--- src/design/cfg_pkg.sv ---
package cfg_pkg;
  localparam logic [9:0] port_index = 10'h3fa;
  localparam logic [9:0] port_data = 10'h2fa;
  localparam logic [7:0] unlock_first = 8'h55;
  localparam logic [7:0] unlock_second = 8'haa;
  localparam logic [3:0] idx_unit = 4'h0;
  localparam logic [3:0] idx_serial = 4'h1;
  localparam logic [3:0] idx_power = 4'h2;
  localparam logic [3:0] idx_exit = 4'hf;
  localparam logic [7:0] unit_reset = 8'h00;
  localparam logic [7:0] serial_reset = 8'h00;
  localparam logic [7:0] power_reset = 8'h7c;
  localparam int b_disk_en = 7;
  localparam int b_floppy_en = 6;
  localparam int b_mouse_en = 5;
  localparam int b_game_en = 4;
  localparam int b_disk_pri = 3;
  localparam int b_prn_normal = 2;
  localparam int b_valid = 7;
  localparam int b_pwr_mouse = 6;
  localparam int b_pwr_printer = 5;
  localparam int b_pwr_serial = 4;
  localparam int b_pwr_floppy = 3;
  localparam int b_pwr_disk = 2;
  localparam logic [9:0] game_addr = 10'h201;
  localparam logic [9:0] com_a_base = 10'h3f8;
  localparam logic [9:0] com_b_base = 10'h2f8;
  localparam logic [9:0] com_c_base = 10'h3e8;
  localparam logic [9:0] com_d_base = 10'h2e8;
  localparam logic [9:0] prn_a_base = 10'h3bc;
  localparam logic [9:0] prn_b_base = 10'h378;
  localparam logic [9:0] prn_c_base = 10'h278;
  localparam logic [9:0] disk_pri_cmd = 10'h1f0;
  localparam logic [9:0] disk_sec_cmd = 10'h170;
  localparam logic [9:0] disk_pri_ctl = 10'h3f6;
  localparam logic [9:0] disk_sec_ctl = 10'h376;
  localparam logic [9:0] fdc_pri_base = 10'h3f0;
  localparam logic [9:0] fdc_sec_base = 10'h370;
  typedef enum logic [1:0] {lock_idle, lock_half, cfg_open} lock_state_t;
endpackage

--- src/design/cfg_wr_if.sv ---
`timescale 1ns/1ps
interface cfg_wr_if;
  logic wr;
  logic [3:0] index;
  logic [7:0] data;
  logic [7:0] unit_reg;
  logic [7:0] serial_reg;
  logic [7:0] power_reg;
  modport ctrl (output wr, output index, output data,
    input unit_reg, input serial_reg, input power_reg);
  modport regs (input wr, input index, input data,
    output unit_reg, output serial_reg, output power_reg);
endinterface

--- src/design/cfg_regs.sv ---
`timescale 1ns/1ps
module cfg_regs
  import cfg_pkg::*;
(
  input wire logic clk,
  input wire logic ce,
  input wire logic sys_rst,
  input wire logic [7:0] strap_unit,
  input wire logic [2:0] strap_serial,
  cfg_wr_if.regs bus
);
  logic [7:0] next_unit;
  logic [7:0] next_serial;
  logic [7:0] next_power;
  logic [7:0] unit_q;
  logic [7:0] serial_q;
  logic [7:0] power_q;

  always_comb
  begin
    next_unit = unit_q;
    next_serial = serial_q;
    next_power = power_q;
    if (sys_rst)
    begin
      // strap capture
      next_unit = {strap_unit[7:6], 1'b0, strap_unit[4:0]};
      next_serial = {5'h00, strap_serial};
      next_power = power_reset;
    end
    else if (bus.wr)
    begin
      // software loads
      case (bus.index)
        idx_unit: next_unit = bus.data;
        idx_serial: next_serial = bus.data;
        idx_power: next_power = bus.data;
        default: ;
      endcase
    end
  end

  always_ff @(posedge clk)
  begin
    if (ce)
    begin
      unit_q <= next_unit;
      serial_q <= next_serial;
      power_q <= next_power;
    end
  end

  assign bus.unit_reg = unit_q;
  assign bus.serial_reg = serial_q;
  assign bus.power_reg = power_q;
endmodule

--- src/design/multi_io_config_decode.sv ---
`timescale 1ns/1ps
// Notes on behaviour
// Four write-only configuration registers at indices 00, 01, 02, 0F.
// Registers 00 and 01 load from straps or host; 02, 0F host only.
// Reset means hardware mode sampling straps; afterwards software mode.
// Straps load register 00 bits 7,6,4..0 and register 01 bits 2..0.
// Serial select field maps both UARTs onto four fixed windows.
// Parallel select 00 off, 01 3BC, 10 378, 11 278.
// Register 00 bits 7..4 enable disk, floppy, mouse, game.
// Bit 3 picks primary or secondary disk windows.
// Bit 2 zero is extended printer mode, one is normal.
// Write 55 to 2FA then AA to 3FA to unlock.
// Unlocked: index to 3FA, then data to 2FA stores register.
// Exit by index 0F plus data write, or AA to 3FA.
// Register 02 bits 6..2 power units; zero powers down.
// Register 02 bit 7 marks configuration valid.
// Any write to register 0F leaves configuration mode.
// Game port at 201; all decodes follow register settings.
// Floppy strap at reset picks primary or secondary floppy window.
// Second disk select active on selected control window.
// Writes during DMA address enable are ignored, unlock stays idle.
// Any other port write breaks unlock back to waiting; here only other writes to 3FA or 2FA break it.
module multi_io_config_decode
  import cfg_pkg::*;
(
  input wire logic clk,
  input wire logic ce,
  input wire logic sys_rst,
  input wire logic [9:0] host_addr,
  input wire logic [7:0] host_wdata,
  input wire logic io_write_n,
  input wire logic io_read_n,
  input wire logic dma_addr_enable,
  input wire logic disk_if_enable,
  input wire logic floppy_enable,
  input wire logic game_enable,
  input wire logic disk_window_primary,
  input wire logic printer_normal_mode,
  input wire logic printer_select_hi,
  input wire logic printer_select_lo,
  input wire logic serial_select_b2,
  input wire logic serial_select_b1,
  input wire logic serial_select_b0,
  input wire logic floppy_window_strap,
  output logic config_mode,
  output logic config_valid,
  output logic mouse_enable,
  output logic printer_extended,
  output logic mouse_power_on,
  output logic printer_power_on,
  output logic serial_power_on,
  output logic floppy_power_on,
  output logic disk_if_power_on,
  output logic serial_window_a,
  output logic serial_window_b,
  output logic serial_window_c,
  output logic serial_window_d,
  output logic uart1_select,
  output logic uart2_select,
  output logic printer_window_a,
  output logic printer_window_b,
  output logic printer_window_c,
  output logic printer_select,
  output logic floppy_select,
  output logic game_read_n,
  output logic game_write_n,
  output logic disk_cmd_select_n,
  output logic disk_ctrl_select_n
);
  import cfg_pkg::*;

  cfg_wr_if wbus ();

  lock_state_t state;
  lock_state_t next_state;
  logic [3:0] index_q;
  logic [3:0] next_index;
  logic floppy_sec;
  logic next_floppy_sec;
  logic wr_prev;
  logic write_pulse;

  function automatic logic in_window(input logic [9:0] a,
    input logic [9:0] base, input int span_bits);
    in_window = (a >> span_bits) == (base >> span_bits);
  endfunction

  cfg_regs regs_i (
    .clk(clk),
    .ce(ce),
    .sys_rst(sys_rst),
    .strap_unit({disk_if_enable, floppy_enable, 1'b0, game_enable,
      disk_window_primary, printer_normal_mode, printer_select_hi,
      printer_select_lo}),
    .strap_serial({serial_select_b2, serial_select_b1, serial_select_b0}),
    .bus(wbus.regs)
  );

  // Writes act once, on the first clock edge that samples the write strobe low
  assign write_pulse = !io_write_n && wr_prev;

  logic hit_index;
  logic hit_data;
  // ignore during dma
  assign hit_index = write_pulse && !dma_addr_enable
    && host_addr == port_index;
  assign hit_data = write_pulse && !dma_addr_enable
    && host_addr == port_data;

  always_comb
  begin
    next_state = state;
    next_index = index_q;
    wbus.wr = 1'b0;
    wbus.index = index_q;
    wbus.data = host_wdata;
    case (state)
      lock_idle:
      begin
        // first unlock write
        if (hit_data && host_wdata == unlock_first)
          next_state = lock_half;
      end
      lock_half:
      begin
        // second unlock write
        if (hit_index && host_wdata == unlock_second)
          next_state = cfg_open;
        // broken sequence
        else if (hit_index || hit_data)
          next_state = lock_idle;
      end
      cfg_open:
      begin
        if (hit_index)
        begin
          // exit by AA
          if (host_wdata == unlock_second)
            next_state = lock_idle;
          else
            next_index = host_wdata[3:0];
        end
        else if (hit_data)
        begin
          // indexed store
          wbus.wr = 1'b1;
          // exit register
          if (index_q == idx_exit)
            next_state = lock_idle;
        end
      end
      default: next_state = lock_idle;
    endcase
    if (sys_rst)
    begin
      next_state = lock_idle;
      next_index = 4'h0;
    end
  end

  // floppy strap
  assign next_floppy_sec = sys_rst ? !floppy_window_strap : floppy_sec;

  always_ff @(posedge clk)
  begin
    if (ce)
    begin
      state <= next_state;
      index_q <= next_index;
      floppy_sec <= next_floppy_sec;
      wr_prev <= sys_rst ? 1'b1 : io_write_n;
    end
  end

  // write-only, no read path
  logic [7:0] unit_r;
  logic [7:0] serial_r;
  logic [7:0] power_r;
  assign unit_r = wbus.unit_reg;
  assign serial_r = wbus.serial_reg;
  assign power_r = wbus.power_reg;

  // software mode after reset
  assign config_mode = state == cfg_open;
  // valid flag
  assign config_valid = power_r[b_valid];
  // unit enables
  assign mouse_enable = unit_r[b_mouse_en];
  // printer mode
  assign printer_extended = !unit_r[b_prn_normal];
  // power controls
  assign mouse_power_on = power_r[b_pwr_mouse];
  assign printer_power_on = power_r[b_pwr_printer];
  assign serial_power_on = power_r[b_pwr_serial];
  assign floppy_power_on = power_r[b_pwr_floppy];
  assign disk_if_power_on = power_r[b_pwr_disk];

  logic [9:0] u1_base;
  logic [9:0] u2_base;
  logic u1_on;
  logic u2_on;
  // serial map
  always_comb
  begin
    u1_on = 1'b1;
    u2_on = 1'b1;
    u1_base = com_a_base;
    u2_base = com_b_base;
    case (serial_r[2:0])
      3'h0:
      begin
        u1_on = 1'b0;
        u2_on = 1'b0;
      end
      3'h1: u2_on = 1'b0;
      3'h2: u1_on = 1'b0;
      3'h3: ;
      3'h4:
      begin
        u1_base = com_c_base;
        u2_base = com_d_base;
      end
      3'h5:
      begin
        u1_on = 1'b0;
        u2_base = com_a_base;
      end
      3'h6:
      begin
        u1_base = com_b_base;
        u2_on = 1'b0;
      end
      default:
      begin
        u1_base = com_b_base;
        u2_base = com_a_base;
      end
    endcase
  end

  logic access;
  assign access = (!io_read_n || !io_write_n) && !dma_addr_enable;

  // unit decodes
  assign uart1_select = access && u1_on && serial_power_on
    && in_window(host_addr, u1_base, 3);
  assign uart2_select = access && u2_on && serial_power_on
    && in_window(host_addr, u2_base, 3);
  assign serial_window_a = (u1_on && u1_base == com_a_base)
    || (u2_on && u2_base == com_a_base);
  assign serial_window_b = (u1_on && u1_base == com_b_base)
    || (u2_on && u2_base == com_b_base);
  assign serial_window_c = u1_on && u1_base == com_c_base;
  assign serial_window_d = u2_on && u2_base == com_d_base;

  // parallel select
  assign printer_window_a = unit_r[1:0] == 2'h1;
  assign printer_window_b = unit_r[1:0] == 2'h2;
  assign printer_window_c = unit_r[1:0] == 2'h3;
  assign printer_select = access && printer_power_on && (
    (printer_window_a && in_window(host_addr, prn_a_base, 2)) ||
    (printer_window_b && in_window(host_addr, prn_b_base, 2)) ||
    (printer_window_c && in_window(host_addr, prn_c_base, 2)));

  assign floppy_select = access && unit_r[b_floppy_en] && floppy_power_on
    && in_window(host_addr, floppy_sec ? fdc_sec_base : fdc_pri_base, 3);

  logic game_hit;
  assign game_hit = unit_r[b_game_en] && !dma_addr_enable
    && host_addr == game_addr;
  assign game_read_n = !(game_hit && !io_read_n);
  assign game_write_n = !(game_hit && !io_write_n);

  logic disk_on;
  assign disk_on = access && unit_r[b_disk_en] && disk_if_power_on;
  // disk window
  assign disk_cmd_select_n = !(disk_on && in_window(host_addr,
    unit_r[b_disk_pri] ? disk_pri_cmd : disk_sec_cmd, 3));
  // control window
  assign disk_ctrl_select_n = !(disk_on && in_window(host_addr,
    unit_r[b_disk_pri] ? disk_pri_ctl : disk_sec_ctl, 1));
endmodule

--- config.mk ---
export PLATFORM = sky130hd
export DESIGN_NAME = multi_io_config_decode
export DESIGN_NICKNAME = d
export VERILOG_FILES = /design/src/design/cfg_pkg.sv /design/src/design/cfg_wr_if.sv /design/src/design/cfg_regs.sv /design/src/design/multi_io_config_decode.sv
export SDC_FILE = /design/constraint.sdc
export NUM_CORES = 1
export LEC_CHECK = 0
export ABC_AREA = 1
export ABC_CLOCK_PERIOD_IN_PS = 4000
export BUFFER_PORTS_ARGS = -buffer_cell sky130_fd_sc_hd__buf_4
export CAP_MARGIN = 25
export CORE_ASPECT_RATIO = 0.75
export CORE_MARGIN = 4
export CORE_UTILIZATION = 53
export DETAILED_ROUTE_END_ITERATION = 10
export PLACE_DENSITY = 0.9
export SYNTH_ARGS = -nofsm -noshare
export SYNTH_HDL_FRONTEND = slang
export SYNTH_SLANG_ARGS = --single-unit
export TNS_END_PERCENT = 20
--- constraint.sdc ---
create_clock -name clk -period 4 [get_ports clk]
set_input_delay 0.8 -clock clk [delete_from_list [all_inputs] [get_ports clk]]
set_output_delay 0.8 -clock clk [all_outputs]
set_load 0.005 [all_outputs]
==> flow_summary.json <==
{
  "leakage_nw": 0.995,
  "dp_slack_ns": 1.43,
  "syn-cell-area_um2": 1600,
  "syn_area_per_cell_um2": 7.60,
  "worstSetupStartpointType": "input pin",
  "die_area_um2": 3980,
  "synthCells": 211,
  "cts_buffers": 3,
  "crit_path_max_fanout": 3,
  "root_buffer": "clkbuf_8",
  "final_cell_mix": "buf_4, nand2_1, inv_1",
  "wl_um": 4080,
  "final.setup.tns_ns": 0,
  "wl_per_cell_um": 13.4,
  "worst-setup-path-type": "in2out",
  "worstMarginPinSlew_ns": 0.587,
  "largest_reg_flops": 8,
  "period_minus_slack_ns": 2.58,
  "ir_drop_uv": 237,
  "ys_seq_area_frac": 0.468,
  "drive_gt1_frac": 0.286,
  "maxSlewViolCount": 0,
  "end_kind": "output port",
  "post-route-period-util": 0.646,
  "layout_commonest_cell": "buf_4",
  "synth_nets": 246,
  "drt_iter0_markers": 201,
  "viasPerCell": 5.24,
  "setup_viol": 0,
  "first_global_vias": 1462,
  "chipHeight_um": 55.6,
  "grt.total_usage": 0.211,
  "synth-main-ff-cell": "edfxtp_1",
  "antenna_found_initial": 0,
  "cts_setup_buffers": 0,
  "cts_tree": "yes",
  "hp-class": "reg2reg",
  "clockBufferDepth": 2,
  "start_util": 0.584,
  "arrival_ns": 1.78,
  "rsz0062_at_grt": "false",
  "cp.required_ns": 3.20,
  "grt_max_degree": 22,
  "portBuffers": 58,
  "core_area_um2": 2740,
  "drc": 0,
  "power_density_nw_per_um2": 282,
  "drt-pass1-iter-count": 6,
  "ys_warn_count": 0,
  "finalNetCount": 305,
  "relSlewSlack": 0.605,
  "grt_pass1_wl_um": 6620,
  "place_hpwl_um": 3410,
  "fp-row-count": 16,
  "die_w_um": 71.5,
  "fin_ws_ns": 1.42,
  "cap_violations": 0,
  "power_uw": 596,
  "multiInputGateArea_um2": 696,
  "grt-ovfl-total": 0,
  "synth_seq_cells": 25,
  "regArea_um2": 751,
  "clk_pin_slew_ns": 0.09,
  "clock_latency_ns": 0.27,
  "num-fill-cells": 206,
  "cts_resized": 0,
  "ant_nets": 0,
  "fmax_ghz": 0.387,
  "vias": 1597,
  "cts_sinks": 25,
  "synth_edf_count": 25,
  "cts_hold_buf": 0,
  "skew_ns": 0.00375,
  "finalHoldViolCount": 0,
  "yosysUniqueCellTypes": 25,
  "io_pins": 59,
  "hold_ws_ns": 0.596,
  "place.gp.congestion": 0.908,
  "area_growth_pct": 32.0,
  "antenna_cells": 0,
  "status": "completed",
  "synthArstFlopShare": 0,
  "h-tree-depth": 1
}
[synthesized netlist by cell type (3+ instances only)]
master / number / area share
nand2_1: 52 / 0.12
inv_1: 34 / 0.080
nor2_1: 30 / 0.070
edfxtp_1: 25 / 0.47
nand3_1: 18 / 0.056
nand4_1: 7 / 0.027
nor3_1: 6 / 0.019
nand2_2: 5 / 0.020
o21ai_0: 5 / 0.016
a21oi_1: 3 / 0.0094
inv_2: 3 / 0.0070
nor2_2: 3 / 0.012
nor4_1: 3 / 0.012
[worst max-delay path, stage by stage]
cell,delay [ns]
buf_4,0.11
a21oi_1,0.29
inv_1,0.12
nor2_1,0.13
nand4_1,0.10
nor2_1,0.11
buf_4,0.11
[cells by family (layout without fill, tap and decap cells)]
logic type                count (synthesis)  in the layout  share of synthesized area
DFF                                      25             25                      0.468
and+or+nand+nor                         130            130                      0.375
xor gates and xnor gates                  3              3                     0.0164
buffers and inverters                    41             99                     0.0976
AOI/OAI and AO/OA                        12             12                     0.0429
[stage by stage]
stage / cell area [µm²] / cells / utilization
after floorplan: 1600 / 211 / -
after global placement: 2070 / 301 / 0.753
after detailed placement: 2070 / 301 / 0.753
after CTS: 2120 / 305 / 0.771
after global routing: 2120 / 305 / 0.771
final: 2120 / 305 / 0.771
[report_power, final]
part,internal [mW],switching [mW]
Combinational,0.0533,0.0616
Sequential,0.310,0.0121
Clock,0.0731,0.0858
[cell type report]
type                       instances  area share
clock inverter                     1     0.00414
clock buffer                       3      0.0195
tap                               36      0.0213
sequential                        25       0.355
multi-input combinational        145       0.329
timing repair buffer              58       0.206
inverter                          37      0.0656
[routing by layer]
metal | vias up | share of wire | GRT usage
met5 | - | 0 | 0
met2 | 87 | 0.44 | 0.332
met1 | 697 | 0.44 | 0.286
li1 | 803 | - | -
met4 | 0 | 0.019 | 0.0724
met3 | 10 | 0.10 | 0.0469
[final timing paths]
check,start,to,slack (ns),depth (start not counted)
min,state[1],state[0],0.60,1
max reg2reg,wr_prev,index_q[2],2.28,6
min reg2reg,state[1],state[0],0.60,1
max,io_read_n,uart1_select,1.42,7
No activity file was read; power rests on OpenSTA's default activity.
